**src/design/stn_pkg.sv**
```systemverilog
package stn_pkg;
    // register word offsets (byte addresses)
    localparam logic [7:0] red_table_off = 8'h00;
    localparam logic [7:0] green_table_off = 8'h04;
    localparam logic [7:0] blue_table_off = 8'h08;
    localparam logic [7:0] dp_half_off = 8'h0C;
    localparam logic [7:0] dp_four_sevenths_off = 8'h10;
    localparam logic [7:0] dp_three_fifths_off = 8'h14;
    localparam logic [7:0] dp_two_thirds_off = 8'h18;
    localparam logic [7:0] dp_five_sevenths_off = 8'h1C;
    localparam logic [7:0] dp_three_quarters_off = 8'h20;
    localparam logic [7:0] dp_four_fifths_off = 8'h24;
    localparam logic [7:0] dp_six_sevenths_off = 8'h28;
    localparam logic [7:0] control_off = 8'h2C;
    localparam logic [7:0] timing_off = 8'h30;
    localparam logic [7:0] status_off = 8'h34;

    // control register fields
    localparam int ctl_enable_bit = 0;
    localparam int ctl_self_refresh_bit = 1;
    localparam int ctl_bias_mode_bit = 2;
    localparam int ctl_idle_bit = 3;
    localparam int ctl_bias_lsb = 8;
    localparam int ctl_bias_w = 8;

    // timing register fields
    localparam int tim_clkdiv_lsb = 0;
    localparam int tim_clkdiv_w = 10;
    localparam int tim_hoz_lsb = 10;
    localparam int tim_hoz_w = 11;
    localparam int tim_line_lsb = 21;
    localparam int tim_line_w = 10;

    localparam logic [9:0] min_clkdiv = 10'h002;
    localparam logic [3:0] level_full = 4'hF;
    localparam logic [3:0] level_off = 4'h0;
    localparam logic [3:0] level_half = 4'h7;
    localparam int level_w = 4;
    localparam int pattern_count = 8;

    // pattern lengths per pattern family; stn_dither_bit maps each slot to one
    localparam int len_half = 16;
    localparam int len_sevenths = 28;
    localparam int len_fifths = 20;
    localparam int len_thirds = 12;
    localparam int len_quarters = 16;

    // reset values of the pattern and table registers
    localparam logic [31:0] half_reset = 32'h0000A5A5;
    localparam logic [31:0] two_thirds_reset = 32'h00000D6B;
    localparam logic [31:0] six_sevenths_reset = 32'h07FDFBFE;
    localparam logic [31:0] zero_word = 32'h00000000;

    localparam logic [3:0] line_pulse_len = 4'h4;

    typedef struct packed {
        logic enable;
        logic self_refresh;
        logic bias_per_lines;
        logic idle;
        logic [7:0] bias_lines;
        logic [9:0] clkdiv;
        logic [10:0] hoz_last;
        logic [9:0] line_last;
    } panel_cfg_t;

    typedef struct packed {
        logic shift_clk;
        logic [7:0] data;
        logic frame;
        logic line;
        logic bias;
    } panel_pins_t;
endpackage : stn_pkg

```
**src/design/stn_dither_bit.sv**
```systemverilog
`timescale 1ns/10ps
// one color component: level in, on/off bit out for this frame and position
module stn_dither_bit (
    input wire logic [3:0] level,
    input wire logic [6:0] frame_cnt,
    input wire logic [10:0] position,
    input wire logic [255:0] patterns,
    output logic pixel_bit
);
    logic [2:0] slot;
    logic invert;
    logic [4:0] plen;
    logic [31:0] word;
    logic [11:0] phase;
    logic [4:0] idx;
    logic pat_bit;

    // levels 8..14 map to slots 1..7; 1..3 reuse slots 7..5 and 4..6 slots 3..1, inverted
    always_comb begin
        invert = 1'b0;
        slot = 3'h0;
        if (level > stn_pkg::level_half) begin
            slot = 3'(level - stn_pkg::level_half);
        end else if (level != stn_pkg::level_half) begin
            slot = (level < 4'h4) ? 3'(4'h8 - level) : 3'(4'h7 - level);
            invert = 1'b1;
        end
    end

    always_comb begin
        unique case (slot)
            3'h0: plen = 5'(stn_pkg::len_half);
            3'h1, 3'h4, 3'h7: plen = 5'(stn_pkg::len_sevenths);
            3'h2, 3'h6: plen = 5'(stn_pkg::len_fifths);
            3'h3: plen = 5'(stn_pkg::len_thirds);
            default: plen = 5'(stn_pkg::len_quarters);
        endcase
    end

    // frame plus position, modulo pattern length, gives the phase
    assign word = patterns[slot*32 +: 32];
    assign phase = 12'(frame_cnt) + 12'(position);
    assign idx = 5'(phase % 12'(plen));
    assign pat_bit = word[plen - 5'h1 - idx];

    assign pixel_bit = (level == stn_pkg::level_full) ? 1'b1 :
                       (level == stn_pkg::level_off) ? 1'b0 : (pat_bit ^ invert);
endmodule : stn_dither_bit

```
**src/design/stn_pixel_path.sv**
```systemverilog
`timescale 1ns/10ps
// color split, table lookup and dithering of one 8-bit pixel
module stn_pixel_path (
    input wire logic [7:0] pixel,
    input wire logic [31:0] red_table,
    input wire logic [31:0] green_table,
    input wire logic [15:0] blue_table,
    input wire logic [255:0] patterns,
    input wire logic [6:0] frame_cnt,
    input wire logic [10:0] position,
    output logic [2:0] rgb_bits
);
    logic [2:0] red_index;
    logic [2:0] green_index;
    logic [1:0] blue_index;
    logic [11:0] levels;

    assign red_index = pixel[7:5];
    assign green_index = pixel[4:2];
    assign blue_index = pixel[1:0];
    assign levels[11:8] = red_table[red_index*4 +: 4];
    assign levels[7:4] = green_table[green_index*4 +: 4];
    assign levels[3:0] = blue_table[blue_index*4 +: 4];

    // each component sits at its own sub-position so neighbours differ in phase
    genvar c;
    generate
        for (c = 0; c < 3; c++) begin : g_comp
            stn_dither_bit u_bit (
                .level(levels[c*4 +: 4]),
                .frame_cnt(frame_cnt),
                .position(11'(position + 11'(2 - c))),
                .patterns(patterns),
                .pixel_bit(rgb_bits[c])
            );
        end
    endgenerate
endmodule : stn_pixel_path

```
**src/design/stn_color_lut_frc_dither.sv**
```systemverilog
`timescale 1ns/10ps
// Behaviour
// - pixel splits into red, green, blue indices
// - red index picks 4-bit red table field
// - green index picks 4-bit green table field
// - blue index picks 4-bit blue table field
// - looked-up levels pass through dither stage
// - level fifteen on, level zero off
// - middle levels take bit from patterns
// - levels seven to fourteen use duty patterns
// - low levels reuse high patterns inverted
// - eight pattern registers of documented widths
// - bit depends on frame and position
// - half pattern alternates neighbours and frames
// - self-refresh starts at the next line
// - self-refresh freezes clock, data; timing continues
// - idle mode only flags a display-only clocking request
// - shift data with clock, pulse line after
// - bias toggles per frame or lines
// - enable low stops output, clears input
module stn_color_lut_frc_dither (
    input wire logic mclk,
    input wire logic reset,
    input wire logic psel,
    input wire logic penable,
    input wire logic pwrite,
    input wire logic [7:0] paddr,
    input wire logic [31:0] pwdata,
    output logic [31:0] prdata,
    output logic pready,
    output logic pslverr,
    input wire logic [7:0] pixel_in,
    input wire logic pixel_valid,
    output logic pixel_ready,
    output logic pixel_shift_clock,
    output logic [7:0] pixel_data_out,
    output logic frame_pulse,
    output logic line_pulse,
    output logic ac_bias_toggle,
    output logic display_only_idle_mode
);
    typedef enum logic [1:0] {
        st_off = 2'b00,
        st_shift = 2'b01,
        st_line = 2'b11,
        st_refresh = 2'b10
    } mode_t;

    logic [31:0] red_level_table_ff, green_level_table_ff;
    logic [15:0] blue_level_table_ff;
    logic [15:0] dither_half_pattern_ff, dither_three_quarters_pattern_ff;
    logic [27:0] dither_four_sevenths_pattern_ff, dither_five_sevenths_pattern_ff;
    logic [27:0] dither_six_sevenths_pattern_ff;
    logic [19:0] dither_three_fifths_pattern_ff, dither_four_fifths_pattern_ff;
    logic [11:0] dither_two_thirds_pattern_ff;
    logic [31:0] control_ff, timing_ff;
    stn_pkg::panel_cfg_t cfg;
    stn_pkg::panel_pins_t pins_ff, nxt_pins;
    mode_t mode_ff, nxt_mode;
    logic [9:0] div_ff;
    logic [10:0] col_ff;
    logic [9:0] row_ff;
    logic [6:0] frame_cnt_ff;
    logic [7:0] bias_cnt_ff;
    logic [3:0] pulse_ff;
    logic [2:0] phase_ff;
    logic [7:0] shift_ff, byte_out;
    logic refresh_arm_ff;
    logic [255:0] patterns;
    logic [2:0] rgb_bits;
    logic wr_en, rd_en;
    logic div_tick, line_end, frame_end, take_pixel, shifted_byte, col_step, bias_due;
    logic [31:0] rd_word;
    logic addr_hit;

    // patterns padded to one word each, slot order half, 4/7 .. 6/7
    assign patterns = {4'h0, dither_six_sevenths_pattern_ff, 12'h000, dither_four_fifths_pattern_ff,
                       16'h0000, dither_three_quarters_pattern_ff, 4'h0, dither_five_sevenths_pattern_ff,
                       20'h00000, dither_two_thirds_pattern_ff, 12'h000, dither_three_fifths_pattern_ff,
                       4'h0, dither_four_sevenths_pattern_ff, 16'h0000, dither_half_pattern_ff};

    assign cfg.enable = control_ff[stn_pkg::ctl_enable_bit];
    assign cfg.self_refresh = control_ff[stn_pkg::ctl_self_refresh_bit];
    assign cfg.bias_per_lines = control_ff[stn_pkg::ctl_bias_mode_bit];
    assign cfg.idle = control_ff[stn_pkg::ctl_idle_bit];
    assign cfg.bias_lines = control_ff[stn_pkg::ctl_bias_lsb +: stn_pkg::ctl_bias_w];
    assign cfg.clkdiv = timing_ff[stn_pkg::tim_clkdiv_lsb +: stn_pkg::tim_clkdiv_w];
    assign cfg.hoz_last = timing_ff[stn_pkg::tim_hoz_lsb +: stn_pkg::tim_hoz_w];
    assign cfg.line_last = timing_ff[stn_pkg::tim_line_lsb +: stn_pkg::tim_line_w];

    // apb decode, zero wait states
    assign wr_en = psel & penable & pwrite;
    assign rd_en = psel & ~pwrite;
    assign pready = 1'b1;
    assign addr_hit = (paddr <= stn_pkg::status_off) && (paddr[1:0] == 2'b00);
    assign pslverr = psel & penable & ~addr_hit;
    assign rd_word =
        (paddr == stn_pkg::red_table_off) ? red_level_table_ff :
        (paddr == stn_pkg::green_table_off) ? green_level_table_ff :
        (paddr == stn_pkg::blue_table_off) ? {16'h0000, blue_level_table_ff} :
        (paddr == stn_pkg::dp_half_off) ? {16'h0000, dither_half_pattern_ff} :
        (paddr == stn_pkg::dp_four_sevenths_off) ? {4'h0, dither_four_sevenths_pattern_ff} :
        (paddr == stn_pkg::dp_three_fifths_off) ? {12'h000, dither_three_fifths_pattern_ff} :
        (paddr == stn_pkg::dp_two_thirds_off) ? {20'h00000, dither_two_thirds_pattern_ff} :
        (paddr == stn_pkg::dp_five_sevenths_off) ? {4'h0, dither_five_sevenths_pattern_ff} :
        (paddr == stn_pkg::dp_three_quarters_off) ? {16'h0000, dither_three_quarters_pattern_ff} :
        (paddr == stn_pkg::dp_four_fifths_off) ? {12'h000, dither_four_fifths_pattern_ff} :
        (paddr == stn_pkg::dp_six_sevenths_off) ? {4'h0, dither_six_sevenths_pattern_ff} :
        (paddr == stn_pkg::control_off) ? control_ff :
        (paddr == stn_pkg::timing_off) ? timing_ff :
        (paddr == stn_pkg::status_off) ? {13'h0000, frame_cnt_ff, row_ff, mode_ff} :
        stn_pkg::zero_word;

    always_ff @(posedge mclk) begin
        if (reset) begin
            prdata <= stn_pkg::zero_word;
        end else if (rd_en & ~penable) begin
            prdata <= rd_word;
        end
    end

    // software-owned registers; recommended patterns preloaded where given
    always_ff @(posedge mclk) begin
        if (reset) begin
            red_level_table_ff <= stn_pkg::zero_word;
            green_level_table_ff <= stn_pkg::zero_word;
            blue_level_table_ff <= 16'h0000;
            dither_half_pattern_ff <= stn_pkg::half_reset[15:0];
            dither_four_sevenths_pattern_ff <= 28'h0000000;
            dither_three_fifths_pattern_ff <= 20'h00000;
            dither_two_thirds_pattern_ff <= stn_pkg::two_thirds_reset[11:0];
            dither_five_sevenths_pattern_ff <= 28'h0000000;
            dither_three_quarters_pattern_ff <= 16'h0000;
            dither_four_fifths_pattern_ff <= 20'h00000;
            dither_six_sevenths_pattern_ff <= stn_pkg::six_sevenths_reset[27:0];
            control_ff <= stn_pkg::zero_word;
            timing_ff <= stn_pkg::zero_word;
        end else if (wr_en) begin
            unique case (paddr)
                stn_pkg::red_table_off: red_level_table_ff <= pwdata;
                stn_pkg::green_table_off: green_level_table_ff <= pwdata;
                stn_pkg::blue_table_off: blue_level_table_ff <= pwdata[15:0];
                stn_pkg::dp_half_off: dither_half_pattern_ff <= pwdata[15:0];
                stn_pkg::dp_four_sevenths_off: dither_four_sevenths_pattern_ff <= pwdata[27:0];
                stn_pkg::dp_three_fifths_off: dither_three_fifths_pattern_ff <= pwdata[19:0];
                stn_pkg::dp_two_thirds_off: dither_two_thirds_pattern_ff <= pwdata[11:0];
                stn_pkg::dp_five_sevenths_off: dither_five_sevenths_pattern_ff <= pwdata[27:0];
                stn_pkg::dp_three_quarters_off: dither_three_quarters_pattern_ff <= pwdata[15:0];
                stn_pkg::dp_four_fifths_off: dither_four_fifths_pattern_ff <= pwdata[19:0];
                stn_pkg::dp_six_sevenths_off: dither_six_sevenths_pattern_ff <= pwdata[27:0];
                stn_pkg::control_off: control_ff <= pwdata;
                stn_pkg::timing_off: timing_ff <= pwdata;
                default: ;
            endcase
        end
    end

    stn_pixel_path u_path (
        .pixel(pixel_in),
        .red_table(red_level_table_ff),
        .green_table(green_level_table_ff),
        .blue_table(blue_level_table_ff),
        .patterns(patterns),
        .frame_cnt(frame_cnt_ff),
        .position(col_ff),
        .rgb_bits(rgb_bits)
    );

    // idle clocking is done by the power manager; this only flags the request
    assign display_only_idle_mode = cfg.idle & cfg.enable;

    // shift clock period is twice the divider, divider floored at its minimum
    assign div_tick = (div_ff == 10'h000);
    // refresh counts one idle column per divider tick so line, frame and bias keep going
    assign col_step = shifted_byte | ((mode_ff == st_refresh) & div_tick);
    assign line_end = (col_ff == cfg.hoz_last) & col_step;
    assign frame_end = (mode_ff == st_line) & (pulse_ff == 4'h1) & (row_ff == cfg.line_last);
    // three bits per pixel pile up; a byte leaves once eight are held
    assign shifted_byte = take_pixel & (phase_ff >= 3'h5);
    assign byte_out = 8'({shift_ff, rgb_bits} >> (phase_ff - 3'h5));
    assign bias_due = (9'(bias_cnt_ff) + 9'h001 >= 9'(cfg.bias_lines));
    assign take_pixel = (mode_ff == st_shift) & div_tick & pins_ff.shift_clk & pixel_valid;
    assign pixel_ready = take_pixel;

    always_comb begin
        nxt_mode = mode_ff;
        unique case (mode_ff)
            st_off: if (cfg.enable & ~cfg.self_refresh) nxt_mode = st_shift;
            st_shift: if (line_end) nxt_mode = st_line;
            st_line: if (pulse_ff == 4'h1) nxt_mode = refresh_arm_ff ? st_refresh : st_shift;
            st_refresh: if (line_end) nxt_mode = st_line;
        endcase
        if (!cfg.enable) nxt_mode = st_off;
    end

    // pins: clock low and data held in refresh, timing signals keep running
    always_comb begin
        nxt_pins = pins_ff;
        if (mode_ff == st_off) begin
            nxt_pins = '0;
        end else if (mode_ff == st_refresh) begin
            nxt_pins.shift_clk = 1'b0;
        end else if (mode_ff == st_shift && div_tick && (pixel_valid || pins_ff.shift_clk)) begin
            nxt_pins.shift_clk = ~pins_ff.shift_clk;
            if (shifted_byte) nxt_pins.data = byte_out;
        end
        nxt_pins.line = (mode_ff == st_line);
        nxt_pins.frame = (mode_ff != st_off) && (row_ff == 10'h000);
        if (frame_end && !cfg.bias_per_lines) nxt_pins.bias = ~pins_ff.bias;
        if (line_end && cfg.bias_per_lines && bias_due) nxt_pins.bias = ~pins_ff.bias;
    end

    always_ff @(posedge mclk) begin
        if (reset) begin
            mode_ff <= st_off;
            pins_ff <= '0;
            refresh_arm_ff <= 1'b0;
        end else begin
            mode_ff <= nxt_mode;
            pins_ff <= nxt_pins;
            refresh_arm_ff <= cfg.self_refresh & cfg.enable;
        end
    end

    // counters: divider, column, row, frame, bias, pulse width, byte packing
    always_ff @(posedge mclk) begin
        if (reset || mode_ff == st_off) begin
            div_ff <= 10'h000;
            col_ff <= 11'h000;
            row_ff <= 10'h000;
            frame_cnt_ff <= 7'h00;
            bias_cnt_ff <= 8'h00;
            pulse_ff <= 4'h0;
            phase_ff <= 3'h0;
            shift_ff <= 8'h00;
        end else begin
            div_ff <= div_tick ? ((cfg.clkdiv < stn_pkg::min_clkdiv) ? stn_pkg::min_clkdiv : cfg.clkdiv) - 10'h001
                               : div_ff - 10'h001;
            if (take_pixel) begin
                shift_ff <= {shift_ff[4:0], rgb_bits};
                phase_ff <= (phase_ff >= 3'h5) ? phase_ff - 3'h5 : phase_ff + 3'h3;
            end
            if (col_step) col_ff <= line_end ? 11'h000 : col_ff + 11'h001;
            if (mode_ff != st_line && nxt_mode == st_line) pulse_ff <= stn_pkg::line_pulse_len;
            else if (pulse_ff != 4'h0) pulse_ff <= pulse_ff - 4'h1;
            if (mode_ff == st_line && pulse_ff == 4'h1) begin
                row_ff <= frame_end ? 10'h000 : row_ff + 10'h001;
                bias_cnt_ff <= bias_due ? 8'h00 : bias_cnt_ff + 8'h01;
                if (frame_end) frame_cnt_ff <= frame_cnt_ff + 7'h01;
            end
        end
    end

    assign pixel_shift_clock = pins_ff.shift_clk;
    assign pixel_data_out = pins_ff.data;
    assign frame_pulse = pins_ff.frame;
    assign line_pulse = pins_ff.line;
    assign ac_bias_toggle = pins_ff.bias;
endmodule : stn_color_lut_frc_dither

```
**config.mk**
```make
export PLATFORM = sky130hd
export DESIGN_NAME = stn_color_lut_frc_dither
export DESIGN_NICKNAME = d
export VERILOG_FILES = /design/src/design/stn_pkg.sv /design/src/design/stn_dither_bit.sv /design/src/design/stn_pixel_path.sv /design/src/design/stn_color_lut_frc_dither.sv
export SDC_FILE = /design/constraint.sdc
export NUM_CORES = 2
export LEC_CHECK = 0
export BUFFER_PORTS_ARGS = -buffer_cell sky130_fd_sc_hd__buf_2
export CAP_MARGIN = 20
export CORE_AREA = 2 2 307 309
export DETAILED_ROUTE_END_ITERATION = 12
export DIE_AREA = 0 0 309 311
export SLEW_MARGIN = 0
export SYNTH_ARGS = -nofsm -noshare
export SYNTH_HDL_FRONTEND = slang
export SYNTH_HIERARCHICAL = 1
export SYNTH_SLANG_ARGS = --single-unit
```
**constraint.sdc**
```tcl
create_clock -name mclk -period 44.5 [get_ports mclk]
set_input_delay 8.9 -clock mclk [delete_from_list [all_inputs] [get_ports mclk]]
set_output_delay 8.9 -clock mclk [all_outputs]
set_load 0.1 [all_outputs]
```
==> impl_metrics.json <==
{
  "timing.final.crit_period_ns": 29.13,
  "final_layout_size_suffix_gt1_frac": 0.0962,
  "insertion_delay_ns": 0.62,
  "antenna_violations_before_repair": 6,
  "clock-sinks": 420,
  "die_height_um": 311,
  "worst-slew-pin-transition_ns": 1.23,
  "cp.depth": 86,
  "setup_slack_ns": 15.37,
  "dp_hpwl_mm": 114,
  "finalMaxSlewViolations": 0,
  "critical_path.most_common_cell": "sky130_fd_sc_hd__ha_1",
  "start_util": 0.377,
  "holdWs_ns": 0.455,
  "multi_input_comb_area_um2": 25700,
  "final.setup.tns_ns": 0,
  "rr_worst_depth": 85,
  "timing.critical_path.to_type": "register",
  "remaining_overflow_grt": 0,
  "routed-via-count": 39000,
  "number_of_buffers_on_the_longest_clock_path": 3,
  "cts-root-buf": "sky130_fd_sc_hd__clkbuf_16",
  "core_footprint_um2": 92800,
  "fmax_ghz": 0.0343,
  "area_growth_syn_to_layout_pct": 11.2,
  "max_cap_viol_count": 0,
  "synth_sequential_area_ratio": 0.241,
  "initial_drc_count": 5082,
  "floorplan.rows": 112,
  "fin_crit_sh": 0.655,
  "first_pass_iters": 8,
  "area_share_of_the_leading_cell_type_in_the_synthesized_netlist": 0.241,
  "viasPerCell": 6.09,
  "area_leader_netlist": "sky130_fd_sc_hd__dfxtp_1",
  "rsz0062_at_grt": "false",
  "largest_net_degree_at_the_start_of_global_routing": 101,
  "stdcell_count": 6402,
  "syn_avg_cell_area_um2": 7.03,
  "cts-resized-gates": 0,
  "timing.hold.worst.class": "reg -> reg",
  "cts_buffers": 45,
  "antenna_violating_nets_post_route": 0,
  "pre_cts_ws_ns": 14.92,
  "cp.arrival_ns": 29.58,
  "global_route.usage.total": 0.322,
  "die_w_um": 309,
  "worst_hold_path.num_cells": 2,
  "distinct_cell_type_count_after_synthesis": 142,
  "critical_path_buf_inv_count": 5,
  "layout.nets": 5301,
  "hold_viol": 0,
  "timing.critical_path.max_delay_family": "simple AND/OR/NAND/NOR gates",
  "clkSlewWorstSetupHoldPaths_ns": 0.06,
  "syn_area_um2": 34900,
  "wire_length_of_the_first_global_routing_pass_mm": 235,
  "number_of_placed_instances_with_taps_included": 6313,
  "crit_path_max_fanout": 45,
  "top_level_ports": 102,
  "ff_latch_area_um2": 8410,
  "detail_route.wirelength_mm": 161,
  "hold_buffers": 0,
  "outcome": "complete, no violations",
  "grt_pass1_vias": 34900,
  "setup-violations-final": 0,
  "tritoncts": "yes",
  "synthCells": 4969,
  "post_cts_setup_buffers": 0,
  "detail_route.drc_violations": 0,
  "worst_clock_skew_ns": 0.0284,
  "dieArea_um2": 96100,
  "yosysWarnings": 6,
  "synth_async_sr_flop_share": 0,
  "critical_path_class": "in -> reg",
  "maxSlewHeadroom": 0.174,
  "buffer_ports.inserted": 100,
  "max_stage_delay_ns": 0.67,
  "worstPathRequired_ns": 44.95,
  "n_fill_cell": 9751,
  "worst_setup_path_start_kind": "primary input",
  "vdd.ir_drop.worst_v": 0.0000326,
  "final_core_util": 0.419,
  "power_leakage_uw": 0.0147,
  "wire_per_inst_um": 25.1,
  "clock_tree.htree_level_count": 2,
  "slowest_stage": "sky130_fd_sc_hd__or4b_2",
  "synth.area.top_cells": "sky130_fd_sc_hd__dfxtp_1 24%, sky130_fd_sc_hd__nand2_1 15%, sky130_fd_sc_hd__a21oi_1 7.8%",
  "ys_dominant_reg_cell": "sky130_fd_sc_hd__dfxtp_1",
  "power.density_cell_area_nw_per_um2": 22.2,
  "gp_routability_congestion": 1.00,
  "synth_enable_flop_cells": 0,
  "synth_seq_cells": 420
}
-- power breakdown --
part           switching, µW  internal [µW]
Clock                    175            238
Combinational           53.8           16.3
Sequential             0.867            377
Total                    230            631
-- logic make-up after synthesis --
family | count (synthesis) | share of synthesized area
compound gates | 1332 | 0.253
xor+xnor | 135 | 0.0338
fa+ha+maj | 140 | 0.0513
buf+inv | 441 | 0.0558
flops | 420 | 0.241
mux | 146 | 0.0595
other cells | 2 | 0.000215
simple gates | 2353 | 0.306
-- stage by stage --
step / power (µW) / cell area (µm²)
floorplan: 430 / 35900
global placement: 453 / 37100
detailed placement: 453 / 37200
CTS: 860 / 38800
global route: 879 / 38800
finish: 861 / 38800
-- sequential cells by signal, indices dropped and copies added, names as in the netlist, 11 cells and up --
signal / flops
green_level_table_ff: 32
dither_two_thirds_pattern_ff: 12
blue_level_table_ff: 16
dither_four_fifths_pattern_ff: 20
dither_three_quarters_pattern_ff: 16
prdata: 32
dither_five_sevenths_pattern_ff: 28
dither_half_pattern_ff: 16
dither_three_fifths_pattern_ff: 20
dither_six_sevenths_pattern_ff: 28
timing_ff: 32
dither_four_sevenths_pattern_ff: 28
red_level_table_ff: 32
control_ff: 32
col_ff: 11
-- final timing paths --
kind / to / slack (ns) / start
worst max-delay path: pixel_data_out[0] / 15.37 / pixel_in[0]
worst min-delay path: control_ff[18] / 0.45 / control_ff[18]
worst max register to register: pixel_data_out[0] / 23.48 / blue_level_table_ff[12]
worst min register to register: control_ff[18] / 0.45 / control_ff[18]
-- per-layer routing --
metal | routed length, µm | share of wire | up-vias | track usage
li1 | - | - | 17900 | -
met1 | 63400 | 0.39 | 18300 | 0.418
met2 | 67600 | 0.42 | 2299 | 0.476
met3 | 17100 | 0.11 | 521 | 0.0747
met4 | 12400 | 0.078 | 6 | 0.212
met5 | 35 | 0.00022 | - | 0
-- layout by cell type, fill, tap and decap left out, types with 24 or more instances in the layout --
| master | count |
|---|---|
| sky130_fd_sc_hd__nand2_1 | 1364 |
| sky130_fd_sc_hd__a21oi_1 | 542 |
| sky130_fd_sc_hd__dfxtp_1 | 420 |
| sky130_fd_sc_hd__conb_1 | 265 |
| sky130_fd_sc_hd__nor2_1 | 255 |
| sky130_fd_sc_hd__nand3_1 | 254 |
| sky130_fd_sc_hd__o21ai_0 | 163 |
| sky130_fd_sc_hd__ha_1 | 133 |
| sky130_fd_sc_hd__buf_2 | 98 |
| sky130_fd_sc_hd__nor3_1 | 92 |
| sky130_fd_sc_hd__a221oi_1 | 85 |
| sky130_fd_sc_hd__inv_1 | 81 |
| sky130_fd_sc_hd__buf_4 | 79 |
| sky130_fd_sc_hd__xnor2_1 | 73 |
| sky130_fd_sc_hd__mux2i_1 | 68 |
| sky130_fd_sc_hd__xor2_1 | 62 |
| sky130_fd_sc_hd__and3_1 | 56 |
| sky130_fd_sc_hd__nand2b_1 | 48 |
| sky130_fd_sc_hd__a31oi_1 | 46 |
| sky130_fd_sc_hd__clkbuf_16 | 46 |
| sky130_fd_sc_hd__a211oi_1 | 44 |
| sky130_fd_sc_hd__o21a_1 | 44 |
| sky130_fd_sc_hd__a311oi_1 | 42 |
| sky130_fd_sc_hd__o22ai_1 | 41 |
| sky130_fd_sc_hd__a22oi_1 | 38 |
| sky130_fd_sc_hd__nand3b_1 | 37 |
| sky130_fd_sc_hd__o211ai_1 | 36 |
| sky130_fd_sc_hd__mux2_2 | 33 |
| sky130_fd_sc_hd__nor4_1 | 31 |
| sky130_fd_sc_hd__nor2b_1 | 26 |
| sky130_fd_sc_hd__a221o_1 | 26 |
| sky130_fd_sc_hd__nand4_1 | 24 |
-- Yosys cell counts, types with 56 or more instances --
master and n:
sky130_fd_sc_hd__xnor2_1 73, sky130_fd_sc_hd__dfxtp_1 420, sky130_fd_sc_hd__ha_1 133, sky130_fd_sc_hd__inv_1 81, sky130_fd_sc_hd__clkbuf_1 228, sky130_fd_sc_hd__xor2_1 62
sky130_fd_sc_hd__nor2_1 260, sky130_fd_sc_hd__nand3_1 254, sky130_fd_sc_hd__a221oi_1 85, sky130_fd_sc_hd__nor3_1 95, sky130_fd_sc_hd__a21oi_1 545, sky130_fd_sc_hd__nand2_1 1366
sky130_fd_sc_hd__and3_1 56, sky130_fd_sc_hd__o21ai_0 163, sky130_fd_sc_hd__mux2i_1 68
-- worst reg2reg max path, delay by kind of cell (launching register included) --
kind                       cells  cell delay, ns
AOI/OAI and AO/OA             32            6.55
xor gates and xnor gates       2            0.43
adders and majority gates     12            3.83
buffers and inverters          4            0.75
DFF                            1            0.36
muxes                          6            2.19
and+or+nand+nor               29            6.72
-- area by class of cell --
cell class,count,share of cell area
Antenna cell,5,0.000322
Clock buffer,60,0.0338
Clock inverter,22,0.00718
Inverter,88,0.00850
Multi-Input combinational cell,4371,0.662
Sequential cell,420,0.216
Tap cell,1254,0.0404
Timing Repair Buffer,182,0.0309
No activity file was read; power rests on OpenSTA's default activity.
